**src/include/icc_pkg.sv**
```systemverilog
`default_nettype none
package icc_pkg;
  // ---------------------------------------------------------------
  // Geometry
  // ---------------------------------------------------------------
  localparam int unsigned ICC_NUM_CH     = 8;
  localparam int unsigned ICC_FIFO_DEPTH = 4;
  localparam int unsigned ICC_DATA_W     = 16;
  localparam int unsigned ICC_HDATA_W    = 32;

  // ---------------------------------------------------------------
  // Capture mode codes
  // ---------------------------------------------------------------
  localparam logic [2:0] ICC_MODE_OFF    = 3'h0;
  localparam logic [2:0] ICC_MODE_BOTH   = 3'h1;
  localparam logic [2:0] ICC_MODE_FALL   = 3'h2;
  localparam logic [2:0] ICC_MODE_RISE   = 3'h3;
  localparam logic [2:0] ICC_MODE_RISE4  = 3'h4;
  localparam logic [2:0] ICC_MODE_RISE16 = 3'h5;
  localparam logic [2:0] ICC_MODE_INT    = 3'h7;

  // Prescaler counts
  localparam logic [3:0] ICC_PRESC_RST   = 4'h0;
  localparam logic [3:0] ICC_DIV4_LAST   = 4'h3;
  localparam logic [3:0] ICC_DIV16_LAST  = 4'hF;

  // ---------------------------------------------------------------
  // Control register fields
  // ---------------------------------------------------------------
  localparam int unsigned ICC_MODE_LSB = 0;
  localparam int unsigned ICC_MODE_MSB = 2;
  localparam int unsigned ICC_BNE_BIT  = 3;
  localparam int unsigned ICC_OVF_BIT  = 4;
  localparam int unsigned ICC_EPI_LSB  = 5;
  localparam int unsigned ICC_EPI_MSB  = 6;
  localparam int unsigned ICC_TSEL_BIT = 7;
  localparam int unsigned ICC_SIDL_BIT = 13;
  localparam logic        ICC_TSEL_THIRD  = 1'b0;
  localparam logic        ICC_TSEL_SECOND = 1'b1;

  // ---------------------------------------------------------------
  // Address map and bus codes
  // ---------------------------------------------------------------
  localparam int unsigned ICC_ADDR_W  = 8;
  localparam int unsigned ICC_SEL_BIT = 2;
  localparam int unsigned ICC_CH_LSB  = 3;
  localparam int unsigned ICC_CH_W    = 3;
  localparam logic [1:0]  ICC_HTRANS_NONSEQ = 2'h2;
  localparam logic [2:0]  ICC_HSIZE_WORD    = 3'h2;
  localparam logic        ICC_HRESP_OKAY    = 1'b0;
endpackage : icc_pkg
`default_nettype wire

```
**src/verilog/icc_capture.sv**
```systemverilog
// Operation
// - Eight independent channels, each with control, buffer, flags and interrupt event.
// - Patterns: falling, rising, every 4th rising, every 16th rising, both edges.
// - Three-bit mode field in control bits 2..0 picks the pattern.
// - Prescaler counter clears when channel is off and on reset.
// - Each channel buffers captures in a four-deep, 16-bit first-in first-out.
// - Not-empty flag sets on first capture, holds until all are read.
// - Each buffer read returns the oldest word and advances the rest.
// - Fifth capture on a full buffer sets overflow and is discarded.
// - After overflow, captures are ignored until all four words are read.
// - Control bit 7 picks one of two 16-bit time bases.
// - Third time base is every channel's default after reset.
// - Mode 001 captures both edges and flags an interrupt on each.
// - Mode 001 ignores the events-per-interrupt field.
// - Mode 001 never raises overflow.
// - Control bits 6..5 set how many captures occur per interrupt event.
// - Mode 111 is a rising-edge interrupt and wake source, timer state aside.
//
// The register offsets and the AHB-Lite register port were left to the implementer.
`default_nettype none
module icc_capture #(
  parameter int unsigned NCH = icc_pkg::ICC_NUM_CH
) (
  // Clock and reset
  input  wire logic                           hclk,
  input  wire logic                           hresetn,
  // AHB-Lite slave
  input  wire logic                           hsel,
  input  wire logic [31:0]                    haddr,
  input  wire logic [1:0]                     htrans,
  input  wire logic                           hwrite,
  input  wire logic [2:0]                     hsize,
  input  wire logic                           hready,
  input  wire logic [icc_pkg::ICC_HDATA_W-1:0] hwdata,
  output logic      [icc_pkg::ICC_HDATA_W-1:0] hrdata,
  output logic                                hreadyout,
  output logic                                hresp,
  // Capture pins and time bases
  input  wire logic [NCH-1:0]                 cap_pin,
  input  wire logic [icc_pkg::ICC_DATA_W-1:0] second_timebase,
  input  wire logic [icc_pkg::ICC_DATA_W-1:0] third_timebase,
  // Processor power state
  input  wire logic                           cpu_idle,
  input  wire logic                           cpu_sleep,
  // Interrupt and wake events
  output logic      [NCH-1:0]                 channel_interrupt_flag,
  output logic      [NCH-1:0]                 wake_pulse
);
  import icc_pkg::*;

  // Channel count must fit the address decode
  if (NCH < 1 || NCH > (1 << ICC_CH_W)) begin : g_bad
    $error("icc_capture supports 1 to 8 channels");
  end

  typedef struct packed {
    logic                   wr_pend;
    logic [ICC_CH_W-1:0]    wr_ch;
    logic                   wr_con;
    logic [ICC_HDATA_W-1:0] rdata;
    logic [NCH-1:0][2:0]    mode;
    logic [NCH-1:0][1:0]    epi;
    logic [NCH-1:0]         tsel;
    logic [NCH-1:0]         sidl;
    logic [NCH-1:0]         ovf;
    logic [NCH-1:0]         blk;
    logic [NCH-1:0][1:0]    icnt;
    logic [NCH-1:0]         irq;
    logic [NCH-1:0]         wake;
  } icc_top_st_t;

  icc_top_st_t st_q;
  icc_top_st_t st_d;

  // Bus decode
  logic                acc;
  logic                in_map;
  logic                sel_con;
  logic [ICC_CH_W-1:0] ch;
  logic                rd_acc;

  // Per-channel wires
  logic [NCH-1:0]        run;
  logic [NCH-1:0]        cap;
  logic [NCH-1:0]        int_ev;
  logic [NCH-1:0]        push;
  logic [NCH-1:0]        pop;
  logic [NCH-1:0]        full;
  logic [NCH-1:0]        empty;
  logic [NCH-1:0]        ovf_set;
  logic [NCH-1:0]        wr_hit;
  logic [ICC_DATA_W-1:0] cap_val [NCH];
  logic [ICC_DATA_W-1:0] fifo_rd [NCH];
  logic [ICC_HDATA_W-1:0] con_rd [NCH];

  // ---------------------------------------------------------------
  // Address phase decode
  // ---------------------------------------------------------------
  assign acc     = hsel & hready & (htrans == ICC_HTRANS_NONSEQ) & (hsize == ICC_HSIZE_WORD);
  assign ch      = haddr[ICC_CH_LSB +: ICC_CH_W];
  assign sel_con = haddr[ICC_SEL_BIT];
  assign in_map  = (32'(haddr[ICC_ADDR_W-1:ICC_CH_LSB]) < NCH);
  assign rd_acc  = acc & ~hwrite & in_map;

  // Zero-wait slave, always OKAY
  assign hreadyout = 1'b1;
  assign hresp     = ICC_HRESP_OKAY;
  assign hrdata    = st_q.rdata;

  // Event outputs straight from flops
  assign channel_interrupt_flag = st_q.irq;
  assign wake_pulse             = st_q.wake;

  // ---------------------------------------------------------------
  // Channels
  // ---------------------------------------------------------------
  for (genvar i = 0; i < NCH; i++) begin : g_ch
    // Stop while asleep, or idle with stop-in-idle set, except mode 111
    assign run[i] = (st_q.mode[i] == ICC_MODE_INT) |
                    ~(cpu_sleep | (cpu_idle & st_q.sidl[i]));

    // Time base select, cleared bit picks the third
    assign cap_val[i] = (st_q.tsel[i] == ICC_TSEL_SECOND) ? second_timebase
                                                          : third_timebase;

    // Store when room and not locked out
    assign push[i] = cap[i] & ~st_q.blk[i] & ~full[i];

    // Overflow on a capture to a full buffer, never in both-edge mode
    assign ovf_set[i] = cap[i] & ~st_q.blk[i] & full[i] &
                        (st_q.mode[i] != ICC_MODE_BOTH);

    // Buffer read only pops when something is stored
    assign pop[i] = rd_acc & ~sel_con & (ch == ICC_CH_W'(i)) & ~empty[i];

    // Control write lands on this channel in the data phase
    assign wr_hit[i] = st_q.wr_pend & st_q.wr_con & (st_q.wr_ch == ICC_CH_W'(i));

    // Control word as read back
    always_comb begin
      con_rd[i]                            = '0;
      con_rd[i][ICC_MODE_MSB:ICC_MODE_LSB] = st_q.mode[i];
      con_rd[i][ICC_BNE_BIT]               = ~empty[i];
      con_rd[i][ICC_OVF_BIT]               = st_q.ovf[i];
      con_rd[i][ICC_EPI_MSB:ICC_EPI_LSB]   = st_q.epi[i];
      con_rd[i][ICC_TSEL_BIT]              = st_q.tsel[i];
      con_rd[i][ICC_SIDL_BIT]              = st_q.sidl[i];
    end

    icc_edge u_edge (
      .hclk     (hclk),
      .hresetn  (hresetn),
      .pin      (cap_pin[i]),
      .mode     (st_q.mode[i]),
      .run      (run[i]),
      .capture  (cap[i]),
      .int_only (int_ev[i])
    );

    icc_fifo #(
      .WIDTH (ICC_DATA_W),
      .DEPTH (ICC_FIFO_DEPTH)
    ) u_fifo (
      .hclk    (hclk),
      .hresetn (hresetn),
      .push    (push[i]),
      .wdata   (cap_val[i]),
      .pop     (pop[i]),
      .rdata   (fifo_rd[i]),
      .full    (full[i]),
      .empty   (empty[i])
    );

  end

  // ---------------------------------------------------------------
  // Next state: bus and per-channel flags
  // ---------------------------------------------------------------
  always_comb begin
    st_d         = st_q;
    st_d.irq     = '0;
    st_d.wake    = '0;
    // Capture address phase; write data follows in the data phase
    st_d.wr_pend = acc & hwrite & in_map;
    st_d.wr_ch   = ch;
    st_d.wr_con  = sel_con;
    // Read data registered at the address phase, zero off the map
    if (acc && !hwrite) begin
      if (!in_map) begin
        st_d.rdata = '0;
      end else if (sel_con) begin
        st_d.rdata = con_rd[ch];
      end else begin
        st_d.rdata = ICC_HDATA_W'(fifo_rd[ch]);
      end
    end
    for (int i = 0; i < NCH; i++) begin
      // Control write in the data phase
      if (wr_hit[i]) begin
        st_d.mode[i] = hwdata[ICC_MODE_MSB:ICC_MODE_LSB];
        st_d.epi[i]  = hwdata[ICC_EPI_MSB:ICC_EPI_LSB];
        st_d.tsel[i] = hwdata[ICC_TSEL_BIT];
        st_d.sidl[i] = hwdata[ICC_SIDL_BIT];
        st_d.ovf[i]  = st_q.ovf[i] & hwdata[ICC_OVF_BIT];
      end
      // Hardware set wins over a software clear
      if (ovf_set[i]) begin
        st_d.ovf[i] = 1'b1;
      end
      // Lockout holds until the buffer is drained
      st_d.blk[i] = ovf_set[i] | (st_q.blk[i] & ~empty[i]);
      // Interrupt event generation
      if (st_q.mode[i] == ICC_MODE_OFF) begin
        st_d.icnt[i] = '0;
      end else if (st_q.mode[i] == ICC_MODE_BOTH) begin
        st_d.irq[i]  = cap[i];
        st_d.icnt[i] = '0;
      end else if (st_q.mode[i] == ICC_MODE_INT) begin
        st_d.irq[i]  = int_ev[i];
        st_d.wake[i] = int_ev[i];
      end else if (push[i]) begin
        // Every (field + 1)-th stored capture
        if (st_q.icnt[i] == st_q.epi[i]) begin
          st_d.irq[i]  = 1'b1;
          st_d.icnt[i] = '0;
        end else begin
          st_d.icnt[i] = 2'(st_q.icnt[i] + 2'h1);
        end
      end
    end
  end

  // State register; select bits clear to the third time base
  always_ff @(posedge hclk or negedge hresetn) begin
    if (!hresetn) begin
      st_q <= '0;
    end else begin
      st_q <= st_d;
    end
  end
endmodule : icc_capture
`default_nettype wire

```
**src/verilog/icc_edge.sv**
```systemverilog
`default_nettype none
module icc_edge (
  // Clock and reset
  input  wire logic       hclk,
  input  wire logic       hresetn,
  // Pin and control
  input  wire logic       pin,
  input  wire logic [2:0] mode,
  input  wire logic       run,
  // Events
  output logic            capture,
  output logic            int_only
);
  import icc_pkg::*;

  typedef struct packed {
    logic       prev;
    logic [3:0] presc;
  } icc_edge_st_t;

  icc_edge_st_t st_q;
  icc_edge_st_t st_d;
  logic         rise;
  logic         fall;
  logic         presc_mode;
  logic         presc_hit;

  // ---------------------------------------------------------------
  // Edge detection and prescaler
  // ---------------------------------------------------------------
  always_comb begin
    rise       = run & pin & ~st_q.prev;
    fall       = run & ~pin & st_q.prev;
    presc_mode = (mode == ICC_MODE_RISE4) | (mode == ICC_MODE_RISE16);
    presc_hit  = (mode == ICC_MODE_RISE4) ? (st_q.presc == ICC_DIV4_LAST)
                                          : (st_q.presc == ICC_DIV16_LAST);
    capture    = 1'b0;
    int_only   = 1'b0;
    // Pattern select
    case (mode)
      ICC_MODE_BOTH:   capture = rise | fall;
      ICC_MODE_FALL:   capture = fall;
      ICC_MODE_RISE:   capture = rise;
      ICC_MODE_RISE4,
      ICC_MODE_RISE16: capture = rise & presc_hit;
      ICC_MODE_INT:    int_only = rise;
      default:         capture = 1'b0;
    endcase
    st_d.prev  = pin;
    st_d.presc = st_q.presc;
    // Off or non-prescaled modes hold the counter clear
    if (!presc_mode) begin
      st_d.presc = ICC_PRESC_RST;
    end else if (rise) begin
      st_d.presc = presc_hit ? ICC_PRESC_RST : 4'(st_q.presc + 4'h1);
    end
  end

  // State register, cleared on reset
  always_ff @(posedge hclk or negedge hresetn) begin
    if (!hresetn) begin
      st_q <= '0;
    end else begin
      st_q <= st_d;
    end
  end
endmodule : icc_edge
`default_nettype wire

```
**src/verilog/icc_fifo.sv**
```systemverilog
`default_nettype none
module icc_fifo #(
  parameter int unsigned WIDTH = icc_pkg::ICC_DATA_W,
  parameter int unsigned DEPTH = icc_pkg::ICC_FIFO_DEPTH
) (
  // Clock and reset
  input  wire logic             hclk,
  input  wire logic             hresetn,
  // Write side
  input  wire logic             push,
  input  wire logic [WIDTH-1:0] wdata,
  // Read side
  input  wire logic             pop,
  output logic      [WIDTH-1:0] rdata,
  // Status
  output logic                  full,
  output logic                  empty
);
  import icc_pkg::*;

  localparam int unsigned CW = $clog2(DEPTH + 1);

  if (DEPTH < 2 || WIDTH < 1) begin : g_bad
    $error("icc_fifo needs DEPTH >= 2 and WIDTH >= 1");
  end

  typedef struct packed {
    logic [DEPTH-1:0][WIDTH-1:0] mem;
    logic [CW-1:0]               cnt;
  } icc_fifo_st_t;

  icc_fifo_st_t st_q;
  icc_fifo_st_t st_d;
  logic         pop_ok;
  logic         push_ok;
  logic [CW-1:0] wpos;
  logic [WIDTH-1:0] mem_nx [DEPTH];

  // Accepted strobes and write slot after any shift
  assign empty   = (st_q.cnt == '0);
  assign full    = (st_q.cnt == CW'(DEPTH));
  assign pop_ok  = pop & ~empty;
  assign push_ok = push & (~full | pop_ok);
  assign wpos    = pop_ok ? CW'(st_q.cnt - 1'b1) : st_q.cnt;
  assign rdata   = st_q.mem[0];

  // ---------------------------------------------------------------
  // Per-entry shift and load; oldest word always sits in entry 0
  // ---------------------------------------------------------------
  for (genvar i = 0; i < DEPTH; i++) begin : g_ent
    logic [WIDTH-1:0] shifted;
    if (i < DEPTH - 1) begin : g_mid
      assign shifted = pop_ok ? st_q.mem[i+1] : st_q.mem[i];
    end else begin : g_last
      assign shifted = st_q.mem[i];
    end
    assign mem_nx[i] = (push_ok && wpos == CW'(i)) ? wdata : shifted;
  end

  // Next state
  always_comb begin
    st_d = st_q;
    for (int i = 0; i < DEPTH; i++) begin
      st_d.mem[i] = mem_nx[i];
    end
    st_d.cnt = CW'(st_q.cnt + CW'(push_ok) - CW'(pop_ok));
  end

  // State register
  always_ff @(posedge hclk or negedge hresetn) begin
    if (!hresetn) begin
      st_q <= '0;
    end else begin
      st_q <= st_d;
    end
  end
endmodule : icc_fifo
`default_nettype wire

```
**config.mk**
```make
export PLATFORM = sky130hd
export DESIGN_NAME = icc_capture
export DESIGN_NICKNAME = d
export VERILOG_FILES = /design/src/include/icc_pkg.sv /design/src/verilog/icc_capture.sv /design/src/verilog/icc_edge.sv /design/src/verilog/icc_fifo.sv
export SDC_FILE = /design/constraint.sdc
export NUM_CORES = 1
export LEC_CHECK = 0
export BUFFER_PORTS_ARGS = -buffer_cell sky130_fd_sc_hd__buf_4
export CAP_MARGIN = 20
export CORE_MARGIN = 3
export CORE_UTILIZATION = 40
export DETAILED_ROUTE_END_ITERATION = 16
export GPL_TIMING_DRIVEN = 0
export MAX_ROUTING_LAYER = met4
export SYNTH_ARGS = -nofsm -noshare
export SYNTH_HDL_FRONTEND = slang
export SYNTH_SLANG_ARGS = --single-unit
```
**constraint.sdc**
```tcl
create_clock -name hclk -period 4.7 [get_ports hclk]
set_clock_uncertainty 0.1 [all_clocks]
set_input_delay 0.47 -clock hclk [delete_from_list [all_inputs] [get_ports hclk]]
set_output_delay 0.47 -clock hclk [all_outputs]
set_load 0.02 [all_outputs]
```
Word level (Yosys, flattened, before mapping)
Cells that the tools add are included.
{"block": "classes", "n_shift": 0, "magnitude_cmp": 2, "n_reduce_logical": 116, "n_bitwise": 244, "add_sub_neg": 40, "div_mod_pow": 0, "n_mux": 232, "n_eq_ne": 144, "multipliers": 0}
{"operator": "$mux 16", "count": 58}
{"operator": "$and 1x1->1", "count": 145}
{"operator": "$mux 32", "count": 4}
{"operator": "$eq 3x3->1 const B", "count": 40}
{"operator": "$eq 3x2->1 const B", "count": 37}
{"operator": "$bmux 32 s3", "count": 1}
{"operator": "$mux 4", "count": 24}
{"operator": "$mux 1", "count": 88}
{"operator": "$mux 2", "count": 40}
{"operator": "$logic_not 3->1", "count": 26}
{"operator": "$reduce_bool 2->1", "count": 32}
{"operator": "$eq 3x1->1 const B", "count": 18}
{"operator": "$not 1->1", "count": 50}
{"operator": "$bmux 16 s3", "count": 1}
{"operator": "$or 1x1->1", "count": 48}
{"operator": "$ne 3x1->1 const B", "count": 12}
{"operator": "$logic_and 1x1->1", "count": 33}
{"operator": "$add 4x1->4 const B", "count": 8}
{"operator": "$eq 4x2->1 const B", "count": 8}
{"operator": "$eq 4x4->1 const B", "count": 8}
{"operator": "$pmux 1 s4", "count": 8}
{"operator": "$add 3x1->3", "count": 8}
{"operator": "$mux 3", "count": 8}
{"operator": "$reduce_bool 3->1", "count": 8}
{"operator": "13 further kinds", "count": 65}
{"block": "word_totals", "register_bits": 717, "in_bits": 116, "ram_bits": 0, "mem_bits_ro": 0, "n_memories": 0, "latchBits": 0, "out_inout_bits": 50}

Longest topological paths before layout
{"block": "logic_depth", "ltp_word": 14, "ltp_mapped": 14, "mapped_depth_nobuf": 13}

By module
From an unflattened synthesis, not the netlist that was laid out.
{"block": "unflattened", "cells_unflattened": 2984, "hier_area_um2": 38984.9}
{"module": "icc_fifo at g_ch[0].u_fifo ...", "seq_area_each_um2": 1676.6, "cells_per_inst": 241, "instances": 5, "area_per_inst_um2": 3413.3}
{"module": "icc_capture", "seq_area_each_um2": 3128.0, "cells_per_inst": 773, "instances": 1, "area_per_inst_um2": 8939.8}
{"module": "icc_fifo at g_ch[6].u_fifo ...", "seq_area_each_um2": 1676.6, "cells_per_inst": 239, "instances": 2, "area_per_inst_um2": 3398.3}
{"module": "icc_fifo at g_ch[5].u_fifo", "seq_area_each_um2": 1676.6, "cells_per_inst": 240, "instances": 1, "area_per_inst_um2": 3409.5}
{"module": "icc_edge", "seq_area_each_um2": 125.1, "cells_per_inst": 36, "instances": 8, "area_per_inst_um2": 346.6}

Worst setup path after synthesis
Ideal clock, no wire load.
{"block": "synth_timing", "kind": "input-to-reg", "start": "in hwrite", "end": "reg g_ch[6].u_fifo.st_q[2] (netlist bit)", "stages": 12, "required_time_ns": 4.470, "path_slack_ns": 1.263, "arrival_time_ns": 3.207, "cell_sequence": "or4_4 > nor3_2 > nand2_2 > inv_2 > buf_2 > ha_1 > inv_1 > ha_1 > inv_1 > fa_1 > xnor2_1 > xnor2_1"}
{"item": "start, declared", "line": "icc_capture.sv:31", "rtl": "input wire logic hwrite,"}
{"item": "end signal, assigned", "line": "icc_fifo.sv:74", "rtl": "st_q <= st_d;"}
{"item": "end, declared", "line": "icc_fifo.sv:32", "rtl": "icc_fifo_st_t st_q;"}

Worst setup path in the final report
{"block": "layout_timing", "start": "in haddr[3]", "end": "reg st_q, in the netlist hrdata[7]"}
{"block": "layout_between", "elab_chain_cells": 6, "elab_cells_between_ends": 10, "classes_between": "order compare (1); mux (8); bitwise (1)"}
{"item": "start, declared", "line": "icc_capture.sv:29", "rtl": "input wire logic [31:0] haddr,"}
{"item": "$not 3->4 (not written as such)", "line": "icc_capture.sv:192, icc_capture.sv:194"}
{"item": "$bmux 16 s3 or $bmux 32 s3 (tied branches)", "line": "icc_capture.sv:194, icc_capture.sv:192"}
{"item": "$mux 16 (not written as such) or $mux 32 (tied branches) (2 in a row)", "line": "icc_capture.sv:194, icc_capture.sv:192"}
{"item": "$mux 32", "line": "icc_capture.sv:191", "rtl": "end else if (sel_con) begin"}
{"item": "$mux 32 *", "line": "icc_capture.sv:189", "rtl": "if (!in_map) begin"}
{"item": "end signal, assigned", "line": "icc_capture.sv:238", "rtl": "st_q <= st_d;"}
{"item": "end, declared", "line": "icc_capture.sv:72", "rtl": "icc_top_st_t st_q;"}
Mark *: on every way between the ends. The rest lies on a longest branch, timed or not. The select of a mux whose other input is x is not followed.
A chain may end at the register's enable or synchronous reset.

==> results.yml <==
pwr:
  ir_worst_vdd_mv: 0.302
  power_density_mw_per_mm2: 387
  leakage_nw: 19.9
sta:
  rsz0062_at_grt: "true"
  period_share: 0.947
  slew_violations: 0
  max_slew_margin: 0.262
  tightestPinTransition_ns: 1.11
  fin_crit_ns: 4.45
  fmax_mhz: 225
  hold_viol: 0
  setup-tns-final_ns: 0
  finalSetupViolations: 0
detailed_routing:
  viasPerCell: 5.24
  vias: 23700
  ant_nets: 0
  first_pass_iters: 5
  drc: 0
  first_iter_violations: 1711
  wirelength_um: 92600
  routedWlPerCell_um: 20.5
worst_setup_path:
  cp_data_required_time_ns: 5.07
  crit_arrival_ns: 4.82
  startpoint: "haddr[3]"
  crit_type: "in -> reg"
  regToRegSetupSlack_ns: 0.57
  start_kind: "input port"
  r2r_start: "g_ch[6].u_fifo.st_q[1]"
  crit_fanout: 10
  setup.worst_path.end_class: "flip-flop"
synthesis:
  synth_top_area_share: 0.478
  yosys.area.top_type: "dfrtp_1"
  synth_seq_cells: 701
  seq_area_frac_synth: 0.478
  ys.flop_type: "dfrtp_1"
  synth_cell_types: 81
  synth_warnings: 0
  synth_area_leaders: "dfrtp_1 (48%), mux2i_1 (28%), mux4_2 (3.3%)"
  synthArstFlopShare: 1.00
  synthCells: 3085
  avgSynthCellArea_um2: 11.9
  syn_area_mm2: 0.0367
  synth-edff-count: 0
grt:
  grt_pass1_vias: 23900
  grt_pass1_wl_um: 145000
  antenna_found_initial: 7
  overflow: 0
  grt_max_degree: 111
  grtUsageTotal: 0.202
clock_network:
  cts_buffers: 79
  clock-sinks: 701
  cts_tree: "built"
  clock-root-buffer: "clkbuf_16"
  clkTransAtPathRegs_ns: 0.06
  htreeDepth: 3
  cts_buffer_depth: 3
  clkLatencyLatePin_ns: 0.63
layout:
  final-seq-area_mm2: 0.0175
  multiInputGateArea_mm2: 0.0172
  fin_nets: 3435
  area_growth_pct: 13.9
  fillerInstances: 8348
  drive_gt1_frac: 0.146
  layout.cells.non_filler: 4514
hold_path:
  hold_start: "hwdata[13]"
  hold_class: "in -> reg"
die:
  fp-row-count: 110
  die_w_um: 309
  pin_count: 166
  die_area_mm2: 0.0954
  start_util: 0.405
  coreArea_mm2: 0.0906
  die_height_um: 309
outcome:
  status: "finished, final reports clean"
flow_run:
  maxCapViolCount: 0
place:
  hpwlAfterDp_um: 69700
  placed_cells: 4351
  portBuffers: 63
  routabilityCongestion: 0.887
worst paths after layout:
check                      depth (start not counted)                 endpoint
max in group asynchronous                          5  g_ch[1].u_fifo.st_q[26]
hold / removal                                     2              con_rd[109]
hold reg to reg                                    2                 st_q[37]
setup reg to reg                                  14   g_ch[6].u_fifo.st_q[2]
min in group asynchronous                          2            wake_pulse[6]
setup / recovery                                   9                hrdata[7]
cells in the final DEF (no fill, tap or decap), types with 43 or more instances in the layout:
cell type  instances
a21oi_1          106
mux2i_1         1009
clkbuf_1          76
nand2_1          116
clkbuf_16         82
buf_2             56
inv_1            185
mux4_2            53
mux2_2            52
buf_1             43
buf_4            134
dfrtp_1          701
o21ai_0           75
nor2_1           119
through the flow:
stage	cell area [µm²]	power, mW	utilization	worst slack (ns)	hold WS, ns
floorplan	36800	9.09	-	1.26	0.0744
CTS	41800	16.4	0.461	0.175	0.0204
finish	41800	16.2	0.462	0.247	0.0605
detailed placement	38900	9.91	0.430	0.103	0.270
global placement	38700	9.82	0.427	-5.42	0.358
global route	41800	17.0	0.462	-0.0214	0.0390
Yosys cell counts, types with 21 or more instances:
master,n
or3_1,22
ha_1,40
clkbuf_1,62
buf_4,71
nand3_1,34
o21ai_0,75
xor2_1,21
nor2b_1,21
nor3_1,27
nand2_1,116
inv_1,185
mux2i_1,1009
nor2_1,119
buf_2,54
mux2_2,52
a21oi_1,106
dfrtp_1,701
mux4_2,53
nand2b_1,34
buf_1,43
sequential cells by signal, indices dropped and copies added (netlist names):
signal and cells:
g_ch.u_fifo.rdata 128, st_q 29, con_rd 64, g_ch.u_fifo.g_ent.shifted 128, hrdata 16, channel_interrupt_flag 8, g_ch.u_edge.st_q 40, g_ch.u_fifo.st_q 280
wake_pulse 8
where the power goes:
| part | leakage (nW) | switching, mW | internal (mW) |
|---|---|---|---|
| Clock | 1.33 | 2.54 | 3.86 |
| Combinational | 9.68 | 1.28 | 1.07 |
| Sequential | 8.89 | 0.521 | 6.92 |
logic make-up (layout without fill, tap and decap cells):
logic type | Yosys count | in the layout | synth area share
muxes | 1114 | 1114 | 0.324
DFF | 701 | 701 | 0.478
and+or+nand+nor | 473 | 473 | 0.0683
buffers and inverters | 427 | 658 | 0.0551
AOI/OAI and AO/OA | 281 | 281 | 0.0474
adders and majority gates | 48 | 48 | 0.0180
xor gates and xnor gates | 39 | 39 | 0.00931
other | 2 | 24 | 0.000205
timing repair:
item,CTS,global route
hold buffers,15,0
endpoints found under the setup margin,0,15
buffers inserted,0,0
hold endpoints to repair,48,0
resized for setup,0,1
layer usage:
| layer | global-route usage | routed length, µm | up-vias |
|---|---|---|---|
| li1 | - | - | 11300 |
| met1 | 0.286 | 44800 | 11800 |
| met5 | - | 0 | - |
| met3 | 0.0317 | 4070 | 107 |
| met2 | 0.312 | 42200 | 446 |
| met4 | 0.0374 | 1480 | 0 |
layout make-up:
type,count,area share
Multi-Input combinational cell,1973,0.412
Inverter,187,0.0168
Antenna cell,6,0.000359
Buffer,239,0.0314
Clock inverter,24,0.00721
Tap cell,1176,0.0352
Clock buffer,118,0.0573
Sequential cell,701,0.420
Timing Repair Buffer,90,0.0205
worst max-delay path: stages:
cell and delay, ns:
dlygate4sd3_1 0.52, buf_4 0.14, clkbuf_1 0.81, buf_2 0.57, buf_2 0.52, buf_2 0.51
mux4_2 0.62, mux2i_1 0.48, o21ai_0 0.14
Power figures use the tool's default switching activity.
